`config.mk`:
```
export PLATFORM = sky130hd
export DESIGN_NAME = pmcd_ctrl
export DESIGN_NICKNAME = d
export VERILOG_FILES = /design/src/logic/pmcd_pkg.sv /design/src/logic/pmcd_ctrl.sv
export VERILOG_INCLUDE_DIRS = /design/src /design/src/logic
export SDC_FILE = /design/constraint.sdc
export NUM_CORES = 1
export LEC_CHECK = 0
export ABC_AREA = 1
export BUFFER_PORTS_ARGS = -buffer_cell sky130_fd_sc_hd__buf_2
export CORE_MARGIN = 2
export CORE_UTILIZATION = 50
export CTS_BUF_LIST = sky130_fd_sc_hd__clkbuf_8
export CTS_CLUSTER_SIZE = 10
export DETAILED_ROUTE_END_ITERATION = 6
export PLACE_DENSITY_LB_ADDON = 0.12
export RECOVER_POWER = 100
export SETUP_SLACK_MARGIN = 0.02
export SYNTH_ARGS = -nofsm -noshare
export SYNTH_HDL_FRONTEND = slang
export SYNTH_SLANG_ARGS = --single-unit
```
`constraint.sdc`:
```
create_clock -name ref_clk -period 3.5 [get_ports ref_clk]
set_clock_uncertainty 0.2 [all_clocks]
set_input_delay 0 -clock ref_clk [delete_from_list [all_inputs] [get_ports ref_clk]]
set_output_delay 0 -clock ref_clk [all_outputs]
set_load 0.01 [all_outputs]
```
`src/logic/pmcd_defines.svh`:
```
`ifndef PMCD_DEFINES_SVH
`define PMCD_DEFINES_SVH

// register byte offsets
`define PMCD_ADDR_W        8
`define PMCD_OFF_REG_CTL   8'h00
`define PMCD_OFF_PLL_CONTROL_REG   8'h04
`define PMCD_OFF_PLL_DIV   8'h08
`define PMCD_OFF_SLEEP_CMD 8'h0C
`define PMCD_OFF_SDR_GCTL  8'h10
`define PMCD_OFF_AMEM_GCTL 8'h14
`define PMCD_OFF_STATUS    8'h18

// regulator control fields
`define PMCD_REG_SW_LSB    0
`define PMCD_REG_VLEV_LSB  4
`define PMCD_REG_CKE_BIT   8
`define PMCD_REG_CBUF_BIT  9
`define PMCD_REG_SW_OFF    2'b00
`define PMCD_REG_SW_RST    2'b11
`define PMCD_REG_VLEV_RST  4'hB
`define PMCD_VSTEP_MV      50

// pll control fields
`define PMCD_PLL_DF_BIT    0
`define PMCD_PLL_MSEL_LSB  1
`define PMCD_PLL_BYP_BIT   8
`define PMCD_PLL_MSEL_RST  6'h0A
`define PMCD_LOCK_CYC      8'h10

// pll divider fields
`define PMCD_DIV_SSEL_LSB  0
`define PMCD_DIV_CSEL_LSB  4
`define PMCD_DIV_SSEL_RST  4'h5
`define PMCD_DIV_CSEL_RST  2'b00

// sleep command bits
`define PMCD_CMD_SLEEP_BIT 0
`define PMCD_CMD_DEEP_BIT  1

// hardware reset sequence length
`define PMCD_RST_CYC       8'h20

`endif

```
`src/logic/pmcd_pkg.sv`:
```
package pmcd_pkg;

  // power modes, gray along run -> sleep -> deep sleep -> hibernate
  typedef enum logic [2:0] {
    PMCD_RUN    = 3'b000,
    PMCD_SLEEP  = 3'b001,
    PMCD_DEEP   = 3'b011,
    PMCD_HIBER  = 3'b010,
    PMCD_RSTSEQ = 3'b110
  } pmcd_mode_t;

  // wake sources, synchronised as one vector
  typedef struct packed {
    logic rtc;
    logic eth;
    logic can;
    logic ext;
    logic rst;
  } pmcd_wake_t;

  // clock and power outputs
  typedef struct packed {
    logic       core_tick;
    logic       sys_tick;
    logic       sdram_tick;
    logic       buf_clk_en;
    logic       sdram_cke;
    logic       core_supply_on;
    logic       pins_hiz;
    logic       boot_reset;
    logic       pll_bypass;
    logic       pll_locked;
    logic [5:0] pll_msel;
    logic       pll_df;
    logic [3:0] vlev;
  } pmcd_clk_out_t;

endpackage : pmcd_pkg

```
`src/logic/pmcd_ctrl.sv`:
```
// Chosen here: the placing of the registers and the address-and-strobe port.
`timescale 1ns/10ps
`include "pmcd_defines.svh"
// Notes on behaviour
// - deep sleep stops core and system clocks
// - deep sleep exits only on reset or rtc
// - rtc wake from deep sleep enters active
// - reset in deep sleep enters full-on
// - regulator field zero enters hibernate
// - hibernate puts external pins high impedance
// - ethernet or can wake restarts regulator
// - reset, or rtc wake from hibernate, launches boot reset
// - only regulator register survives hibernate
// - cke hold bit keeps sdram in self-refresh
// - voltage code programmable, 50 mV steps
// - buffered clock on by default, disableable
// - multiplier resets to ten, range half..64
// - divider write changes clocks while running
// - sdram clock at system rate, gateable
// - system divider is binary value 1..15
// - system divider change needs no relock
// - core divider codes give 1,2,4,8
// - active mode bypasses pll, input rate
// - sleep wake picks mode from bypass bit
module pmcd_ctrl (
  // clock and reset
  input  wire logic                  ref_clk,
  input  wire logic                  rst_n,
  // register port
  input  wire logic [7:0]            reg_addr,
  input  wire logic [31:0]           reg_wdata,
  input  wire logic                  reg_wr,
  input  wire logic                  reg_rd,
  output      logic [31:0]           reg_rdata,
  // wake sources, asynchronous
  input  wire pmcd_pkg::pmcd_wake_t  wake_in,
  // clock and power outputs
  output      pmcd_pkg::pmcd_clk_out_t clk_out,
  output      pmcd_pkg::pmcd_mode_t  mode
);

  // ****************************************************************
  // state
  // ****************************************************************
  typedef struct packed {
    pmcd_pkg::pmcd_wake_t    s1;
    pmcd_pkg::pmcd_wake_t    s2;
    pmcd_pkg::pmcd_mode_t    mode;
    logic [1:0]              reg_sw;
    logic [3:0]              vlev;
    logic                    cke_hold;
    logic                    cbuf_en;
    logic                    pll_df;
    logic [5:0]              msel;
    logic [5:0]              msel_act;
    logic                    df_act;
    logic                    bypass;
    logic [7:0]              lock_cnt;
    logic [3:0]              ssel;
    logic [1:0]              csel;
    logic [3:0]              ssel_act;
    logic [1:0]              csel_act;
    logic [3:0]              scnt;
    logic [2:0]              ccnt;
    logic                    sdr_clk_en;
    logic                    amem_clk_en;
    logic [7:0]              rst_cnt;
    logic [31:0]             rdata;
    pmcd_pkg::pmcd_clk_out_t out;
  } pmcd_state_t;

  pmcd_state_t st_r;
  pmcd_state_t st_nxt;

  // ****************************************************************
  // helpers
  // ****************************************************************
  function automatic logic hit(input logic [7:0] a, input logic [7:0] off);
    hit = (a == off);
  endfunction : hit

  function automatic logic [2:0] cdiv_last(input logic [1:0] cs);
    cdiv_last = 3'((4'h1 << cs) - 4'h1);
  endfunction : cdiv_last

  function automatic pmcd_state_t soft_reset(input pmcd_state_t s);
    soft_reset             = s;
    soft_reset.pll_df      = 1'b0;
    soft_reset.msel        = `PMCD_PLL_MSEL_RST;
    soft_reset.msel_act    = `PMCD_PLL_MSEL_RST;
    soft_reset.df_act      = 1'b0;
    soft_reset.bypass      = 1'b0;
    soft_reset.lock_cnt    = `PMCD_LOCK_CYC;
    soft_reset.ssel        = `PMCD_DIV_SSEL_RST;
    soft_reset.csel        = `PMCD_DIV_CSEL_RST;
    soft_reset.ssel_act    = `PMCD_DIV_SSEL_RST;
    soft_reset.csel_act    = `PMCD_DIV_CSEL_RST;
    soft_reset.scnt        = 4'h0;
    soft_reset.ccnt        = 3'h0;
    soft_reset.sdr_clk_en  = 1'b1;
    soft_reset.amem_clk_en = 1'b1;
    soft_reset.rst_cnt     = `PMCD_RST_CYC;
    soft_reset.mode        = pmcd_pkg::PMCD_RSTSEQ;
  endfunction : soft_reset

  // ****************************************************************
  // next state
  // ****************************************************************
  always_comb begin
    logic core_run;
    logic sys_run;
    logic s_wrap;
    logic c_wrap;
    core_run = 1'b0;
    sys_run  = 1'b0;
    s_wrap   = 1'b0;
    c_wrap   = 1'b0;
    st_nxt    = st_r;
    st_nxt.s1 = wake_in;
    st_nxt.s2 = st_r.s1;

    // register writes
    if (reg_wr) begin
      if (hit(reg_addr, `PMCD_OFF_REG_CTL)) begin
        st_nxt.reg_sw   = reg_wdata[`PMCD_REG_SW_LSB +: 2];
        st_nxt.vlev     = reg_wdata[`PMCD_REG_VLEV_LSB +: 4];
        st_nxt.cke_hold = reg_wdata[`PMCD_REG_CKE_BIT];
        st_nxt.cbuf_en  = reg_wdata[`PMCD_REG_CBUF_BIT];
      end
      if (hit(reg_addr, `PMCD_OFF_PLL_CONTROL_REG)) begin
        st_nxt.pll_df = reg_wdata[`PMCD_PLL_DF_BIT];
        st_nxt.msel   = reg_wdata[`PMCD_PLL_MSEL_LSB +: 6];
        st_nxt.bypass = reg_wdata[`PMCD_PLL_BYP_BIT];
      end
      if (hit(reg_addr, `PMCD_OFF_PLL_DIV)) begin
        if (reg_wdata[`PMCD_DIV_SSEL_LSB +: 4] != 4'h0) begin
          st_nxt.ssel = reg_wdata[`PMCD_DIV_SSEL_LSB +: 4];
        end
        st_nxt.csel = reg_wdata[`PMCD_DIV_CSEL_LSB +: 2];
      end
      if (hit(reg_addr, `PMCD_OFF_SDR_GCTL)) begin
        st_nxt.sdr_clk_en = reg_wdata[0];
      end
      if (hit(reg_addr, `PMCD_OFF_AMEM_GCTL)) begin
        st_nxt.amem_clk_en = reg_wdata[0];
      end
    end

    // multiplier takes effect through a relock, only outside bypass
    if (!st_r.bypass && (st_r.msel != st_r.msel_act || st_r.pll_df != st_r.df_act)) begin
      st_nxt.msel_act = st_r.msel;
      st_nxt.df_act   = st_r.pll_df;
      st_nxt.lock_cnt = `PMCD_LOCK_CYC;
    end else if (st_r.lock_cnt != 8'h00) begin
      st_nxt.lock_cnt = st_r.lock_cnt - 8'h01;
    end

    // mode control
    case (st_r.mode)
      pmcd_pkg::PMCD_RUN: begin
        if (st_r.s2.rst) begin
          st_nxt = soft_reset(st_nxt);
        end else if (reg_wr && hit(reg_addr, `PMCD_OFF_REG_CTL)
                     && reg_wdata[`PMCD_REG_SW_LSB +: 2] == `PMCD_REG_SW_OFF) begin
          st_nxt.mode = pmcd_pkg::PMCD_HIBER;
        end else if (reg_wr && hit(reg_addr, `PMCD_OFF_SLEEP_CMD)) begin
          if (reg_wdata[`PMCD_CMD_DEEP_BIT]) begin
            st_nxt.mode = pmcd_pkg::PMCD_DEEP;
          end else if (reg_wdata[`PMCD_CMD_SLEEP_BIT]) begin
            st_nxt.mode = pmcd_pkg::PMCD_SLEEP;
          end
        end
      end
      pmcd_pkg::PMCD_SLEEP: begin
        if (st_r.s2.rst) begin
          st_nxt = soft_reset(st_nxt);
        end else if (st_r.s2.rtc || st_r.s2.ext || st_r.s2.eth || st_r.s2.can) begin
          st_nxt.mode = pmcd_pkg::PMCD_RUN;
        end
      end
      pmcd_pkg::PMCD_DEEP: begin
        if (st_r.s2.rst) begin
          st_nxt = soft_reset(st_nxt);
        end else if (st_r.s2.rtc) begin
          st_nxt.mode   = pmcd_pkg::PMCD_RUN;
          st_nxt.bypass = 1'b1;
        end
        // other wake sources have no effect here
      end
      pmcd_pkg::PMCD_HIBER: begin
        if (st_r.s2.rtc || st_r.s2.rst || st_r.s2.eth || st_r.s2.can) begin
          st_nxt        = soft_reset(st_nxt);
          st_nxt.reg_sw = `PMCD_REG_SW_RST;
        end
      end
      pmcd_pkg::PMCD_RSTSEQ: begin
        if (st_r.rst_cnt != 8'h00) begin
          st_nxt.rst_cnt = st_r.rst_cnt - 8'h01;
        end else begin
          st_nxt.mode = pmcd_pkg::PMCD_RUN;
        end
      end
      default: begin
        st_nxt.mode = pmcd_pkg::PMCD_RUN;
      end
    endcase

    // divided clocks; core runs only in run, system also in sleep
    core_run = (st_r.mode == pmcd_pkg::PMCD_RUN);
    sys_run  = core_run || (st_r.mode == pmcd_pkg::PMCD_SLEEP);
    s_wrap   = st_r.bypass || (st_r.scnt >= st_r.ssel_act - 4'h1);
    c_wrap   = st_r.bypass || (st_r.ccnt >= cdiv_last(st_r.csel_act));
    if (sys_run) begin
      st_nxt.scnt = s_wrap ? 4'h0 : st_r.scnt + 4'h1;
      if (s_wrap) begin
        st_nxt.ssel_act = st_r.ssel;
      end
    end
    if (core_run) begin
      st_nxt.ccnt = c_wrap ? 3'h0 : st_r.ccnt + 3'h1;
      if (c_wrap) begin
        st_nxt.csel_act = st_r.csel;
      end
    end

    // registered outputs
    st_nxt.out.core_tick      = core_run && c_wrap;
    st_nxt.out.sys_tick       = sys_run && s_wrap;
    st_nxt.out.sdram_tick     = sys_run && s_wrap && st_r.sdr_clk_en
                                && st_r.amem_clk_en;
    st_nxt.out.core_supply_on = (st_r.mode != pmcd_pkg::PMCD_HIBER);
    st_nxt.out.pins_hiz       = (st_r.mode == pmcd_pkg::PMCD_HIBER);
    st_nxt.out.buf_clk_en     = st_r.cbuf_en && (st_r.mode != pmcd_pkg::PMCD_HIBER);
    st_nxt.out.boot_reset     = (st_r.mode == pmcd_pkg::PMCD_RSTSEQ);
    st_nxt.out.sdram_cke      = !(st_r.cke_hold && (st_r.mode == pmcd_pkg::PMCD_RSTSEQ
                                || st_r.mode == pmcd_pkg::PMCD_HIBER));
    st_nxt.out.pll_bypass     = st_r.bypass;
    st_nxt.out.pll_locked     = (st_r.lock_cnt == 8'h00);
    st_nxt.out.pll_msel       = st_r.msel_act;
    st_nxt.out.pll_df         = st_r.df_act;
    st_nxt.out.vlev           = st_r.vlev;

    // read data, one cycle after the strobe
    st_nxt.rdata = 32'h0000_0000;
    if (reg_rd) begin
      if (hit(reg_addr, `PMCD_OFF_REG_CTL)) begin
        st_nxt.rdata[`PMCD_REG_SW_LSB +: 2]   = st_r.reg_sw;
        st_nxt.rdata[`PMCD_REG_VLEV_LSB +: 4] = st_r.vlev;
        st_nxt.rdata[`PMCD_REG_CKE_BIT]       = st_r.cke_hold;
        st_nxt.rdata[`PMCD_REG_CBUF_BIT]      = st_r.cbuf_en;
      end
      if (hit(reg_addr, `PMCD_OFF_PLL_CONTROL_REG)) begin
        st_nxt.rdata[`PMCD_PLL_DF_BIT]        = st_r.pll_df;
        st_nxt.rdata[`PMCD_PLL_MSEL_LSB +: 6] = st_r.msel;
        st_nxt.rdata[`PMCD_PLL_BYP_BIT]       = st_r.bypass;
      end
      if (hit(reg_addr, `PMCD_OFF_PLL_DIV)) begin
        st_nxt.rdata[`PMCD_DIV_SSEL_LSB +: 4] = st_r.ssel;
        st_nxt.rdata[`PMCD_DIV_CSEL_LSB +: 2] = st_r.csel;
      end
      if (hit(reg_addr, `PMCD_OFF_SDR_GCTL)) begin
        st_nxt.rdata[0] = st_r.sdr_clk_en;
      end
      if (hit(reg_addr, `PMCD_OFF_AMEM_GCTL)) begin
        st_nxt.rdata[0] = st_r.amem_clk_en;
      end
      if (hit(reg_addr, `PMCD_OFF_STATUS)) begin
        st_nxt.rdata[2:0] = st_r.mode;
        st_nxt.rdata[3]   = (st_r.lock_cnt == 8'h00);
      end
    end
  end

  // ****************************************************************
  // registers
  // ****************************************************************
  always_ff @(posedge ref_clk) begin
    if (!rst_n) begin
      st_r                    <= '0;
      st_r.mode               <= pmcd_pkg::PMCD_RUN;
      st_r.reg_sw             <= `PMCD_REG_SW_RST;
      st_r.vlev               <= `PMCD_REG_VLEV_RST;
      st_r.cbuf_en            <= 1'b1;
      st_r.msel               <= `PMCD_PLL_MSEL_RST;
      st_r.msel_act           <= `PMCD_PLL_MSEL_RST;
      st_r.lock_cnt           <= `PMCD_LOCK_CYC;
      st_r.ssel               <= `PMCD_DIV_SSEL_RST;
      st_r.ssel_act           <= `PMCD_DIV_SSEL_RST;
      st_r.csel               <= `PMCD_DIV_CSEL_RST;
      st_r.csel_act           <= `PMCD_DIV_CSEL_RST;
      st_r.sdr_clk_en         <= 1'b1;
      st_r.amem_clk_en        <= 1'b1;
      st_r.out.core_supply_on <= 1'b1;
      st_r.out.sdram_cke      <= 1'b1;
      st_r.out.pll_msel       <= `PMCD_PLL_MSEL_RST;
      st_r.out.vlev           <= `PMCD_REG_VLEV_RST;
    end else begin
      st_r <= st_nxt;
    end
  end

  assign reg_rdata = st_r.rdata;
  assign clk_out   = st_r.out;
  assign mode      = st_r.mode;

endmodule : pmcd_ctrl

```
==> key figures <==
Synthesis
  • Top cell type's share of synthesized area: 0.418
  • Most used DFF post-synth: dfxtp_1
  • Area leader, netlist: dfxtp_1
  • Netlist Area Pre-Place: 0.00498 mm2
  • Post-synth EDFFs: 0
  • Async S/R FF share, synth: 0
  • Syn avg cell area: 7.75 um2
  • Top cells by count, synth: 119 x nand2_1, 104 x dfxtp_1, 85 x inv_1
  • Mapped Cells: 642
  • Cell with the most instances after synthesis: nand2_1
  • Top cells by area, synth: dfxtp_1 42%, nand2_1 9.0%, buf_4 8.4%
  • Post-synth cell types: 46
  • Yosys reg bits: 104
  • Yosys warns: 0
  • Seq/Total Area, Yosys: 0.418

Cells and area
  • Register area: roughly 0.0021 mm2
  • Area Growth Syn to Fin: 11.8%
  • Fill cells: 967
  • Share of cells above drive strength 1: 0.0990
  • Diodes inserted: 0
  • Area of the multi-input gates: 0.00208 mm2
  • Final #Nets: 774

Clocking
  • Setup Fix Bufs, Post-CTS: 0
  • H-tree depth: 3
  • Num Clock Sinks: 104
  • Worst-path clk slew: 0.10 ns
  • Clock Root Buffer: clkbuf_8
  • Clock Tree Buf Depth: 2
  • Gates resized, CTS repair: 0
  • TritonCTS Buffers: 9
  • Clock latency on the worst-skew pair: ~0.37 ns
  • Hold_buf cts: 42
  • CTS tree: yes

Pwr
  • Internal: 1.93 mW
  • Sw frac: 0.353
  • Switching power: 1.05 mW
  • Pwr Total: 2.97 mW
  • Part of the power in registers: 0.472
  • Maximum VDD drop: approximately 210 uV
  • Power Density: ~530 mW/mm2
  • Clock power share: 0.241
  • Static leakage: 2.60 nW
  • Comb pwr share: 0.286

Min path
  • HP Start: reg_addr[7]
  • Worst hold path class: in -> reg
  • Hold Crit Endpoint: reg_rdata[1]
  • Hold depth: 6

Worst setup path
  • R2r startpoint: st_r[53]
  • Crit end category: register
  • Worst-case reg-to-reg path depth: 9
  • FF-to-FF End: st_r[58]
  • Critical Path Fanout Max: 10
  • CP Class: in -> reg
  • Worst R2R Setup Slack: ~0.85 ns
  • Arr. time, crit path: around 3.2 ns
  • Critical Path RT: around 3.6 ns
  • Worst setup SP type: primary input

Timing
  • Max-slew violation count: 36
  • Number of setup violations in the final report: 0
  • Final Critical Period: 3.12 ns
  • Setup repair after global routing missed its margin: no
  • Tightest Pin Transition: roughly 1.7 ns
  • Final worst path period share: 0.892
  • Fin. Hold Viols: 0
  • Slew HR: -0.126
  • Fmax: around 320 MHz
  • Setup TNS: 0 ns

Floorplan
  • Die Ht: 104 um
  • Starting density of the core: 0.511
  • Core Area: 0.00973 mm2
  • # rows: 36
  • Die footprint: 0.0108 mm2
  • Ports: around 110
  • Die width: around 100 um

Global routing
  • Initial antenna violation count: 0
  • Vias in the first global route: 3757
  • GRT Util Overall: 0.207
  • GRT overflow: 0
  • First-pass GRT wire length: 17900 um
  • Largest net degree at the start of global routing: 36

Routing
  • DR DRC count: 0
  • Vias: 4032
  • Vias per cell: 4.74
  • Router iterations before antenna repair: 4
  • Antenna Nets Post-Route: 0
  • Routed wire per std cell: 12.6 um
  • Iter 0 DRT Violations: roughly 130
  • Routed Wire Length: 10700 um

Outcome
  • Status: finished with violations
  • Failing checks: max-capacitance violations, max-slew violations

Placement
  • Dpl hpwl: 7440 um
  • GP Congestion: 0.852
  • Port buffer count: 60

Job
  • Max cap viols: 1
[routing by layer]
| layer | vias to the layer above | GRT usage | share of wire |
|---|---|---|---|
| met4 | 0 | 0.0714 | 0.013 |
| met3 | 14 | 0.0516 | 0.058 |
| met1 | 1813 | 0.265 | 0.46 |
| met5 | - | 0 | 0 |
| li1 | 2088 | - | - |
| met2 | 117 | 0.342 | 0.47 |
[registers in the layout, summed over array words and instances (netlist names)]
name	flops
reg_rdata	10
st_nxt	12
st_r	58
mode	3
clk_out	21
[worst max-delay path by stage]
stage                     start            to  slack, ns  cells past startpoint
finish              reg_addr[1]     st_nxt[2]       0.38                     12
global placement       st_r[72]      st_r[75]       1.42                     11
CTS                 reg_addr[1]  reg_rdata[0]       0.57                     12
floorplan              st_r[72]      st_r[75]       1.59                     11
global route        reg_addr[2]     st_nxt[2]       0.18                     12
detailed placement     st_r[72]      st_r[75]       1.37                     11
[cells in the final DEF, fill, tap and decap left out, types with 6 or more instances in the layout]
cell           count
a21oi_1           35
buf_2             24
inv_2              6
nor2_1            69
inv_1             87
nand2_1          119
ha_1              13
clkbuf_8          10
nor3_1            12
dlygate4sd3_1     42
nand3_1           30
dfxtp_1          104
conb_1            22
o21ai_0           30
o211ai_1           7
nand3_2            6
xor2_1            12
clkbuf_1          38
[power by group through the flow]
stage / Clock (mW) / Combinational (mW) / Sequential [mW]
5_1_grt: 0.789 / 0.991 / 1.42
3_3_place_gp: 0 / 0.819 / 1.43
6_report: 0.718 / 0.852 / 1.41
2_1_floorplan: 0 / 0.727 / 1.41
4_1_cts: 0.741 / 0.872 / 1.40
3_5_place_dp: 0 / 0.840 / 1.43
[through the flow]
stage	std cells	util	hold slack, ns	instance area, um2	worst slack (ns)
floorplan	663	-	-0.102	5050	1.59
global placement	792	0.519	-0.0213	5050	1.42
detailed placement	792	0.519	-0.0166	5050	1.37
CTS	850	0.581	0.00277	5660	0.574
global route	850	0.572	0.0669	5560	0.183
finish	850	0.572	0.0193	5560	0.377
[worst max-delay path, stage by stage]
cell and delay [ns]:
dlygate4sd3_1 0.53, buf_2 0.13, nor2_2 0.09, dlygate4sd3_1 0.60, nand2_1 0.11, nor2_4 0.18
inv_1 0.08, nor2_1 0.46, inv_2 0.20, nor2_1 0.19, nor2_1 0.07, dlygate4sd3_1 0.55
[cells by family (layout without fill, tap and decap cells)]
group	Yosys count	in the layout	share of synthesized area
AO/OA/AOI/OAI	87	87	0.102
XOR/XNOR	16	16	0.0282
adder cells (fa/ha/maj)	13	13	0.0327
buffers and inverters	162	216	0.172
flip-flops	104	104	0.418
multiplexers	1	1	0.00201
other	1	22	0.000754
AND/OR/NAND/NOR	258	258	0.244
[cell type report]
cell class	count	area share
Sequential cell	104	0.374
Multi-Input combinational cell	397	0.373
Timing Repair Buffer	105	0.124
Inverter	95	0.0643
Tap cell	133	0.0299
Clock buffer	10	0.0247
Clock inverter	6	0.00900
No activity file was read; power rests on OpenSTA's default activity.
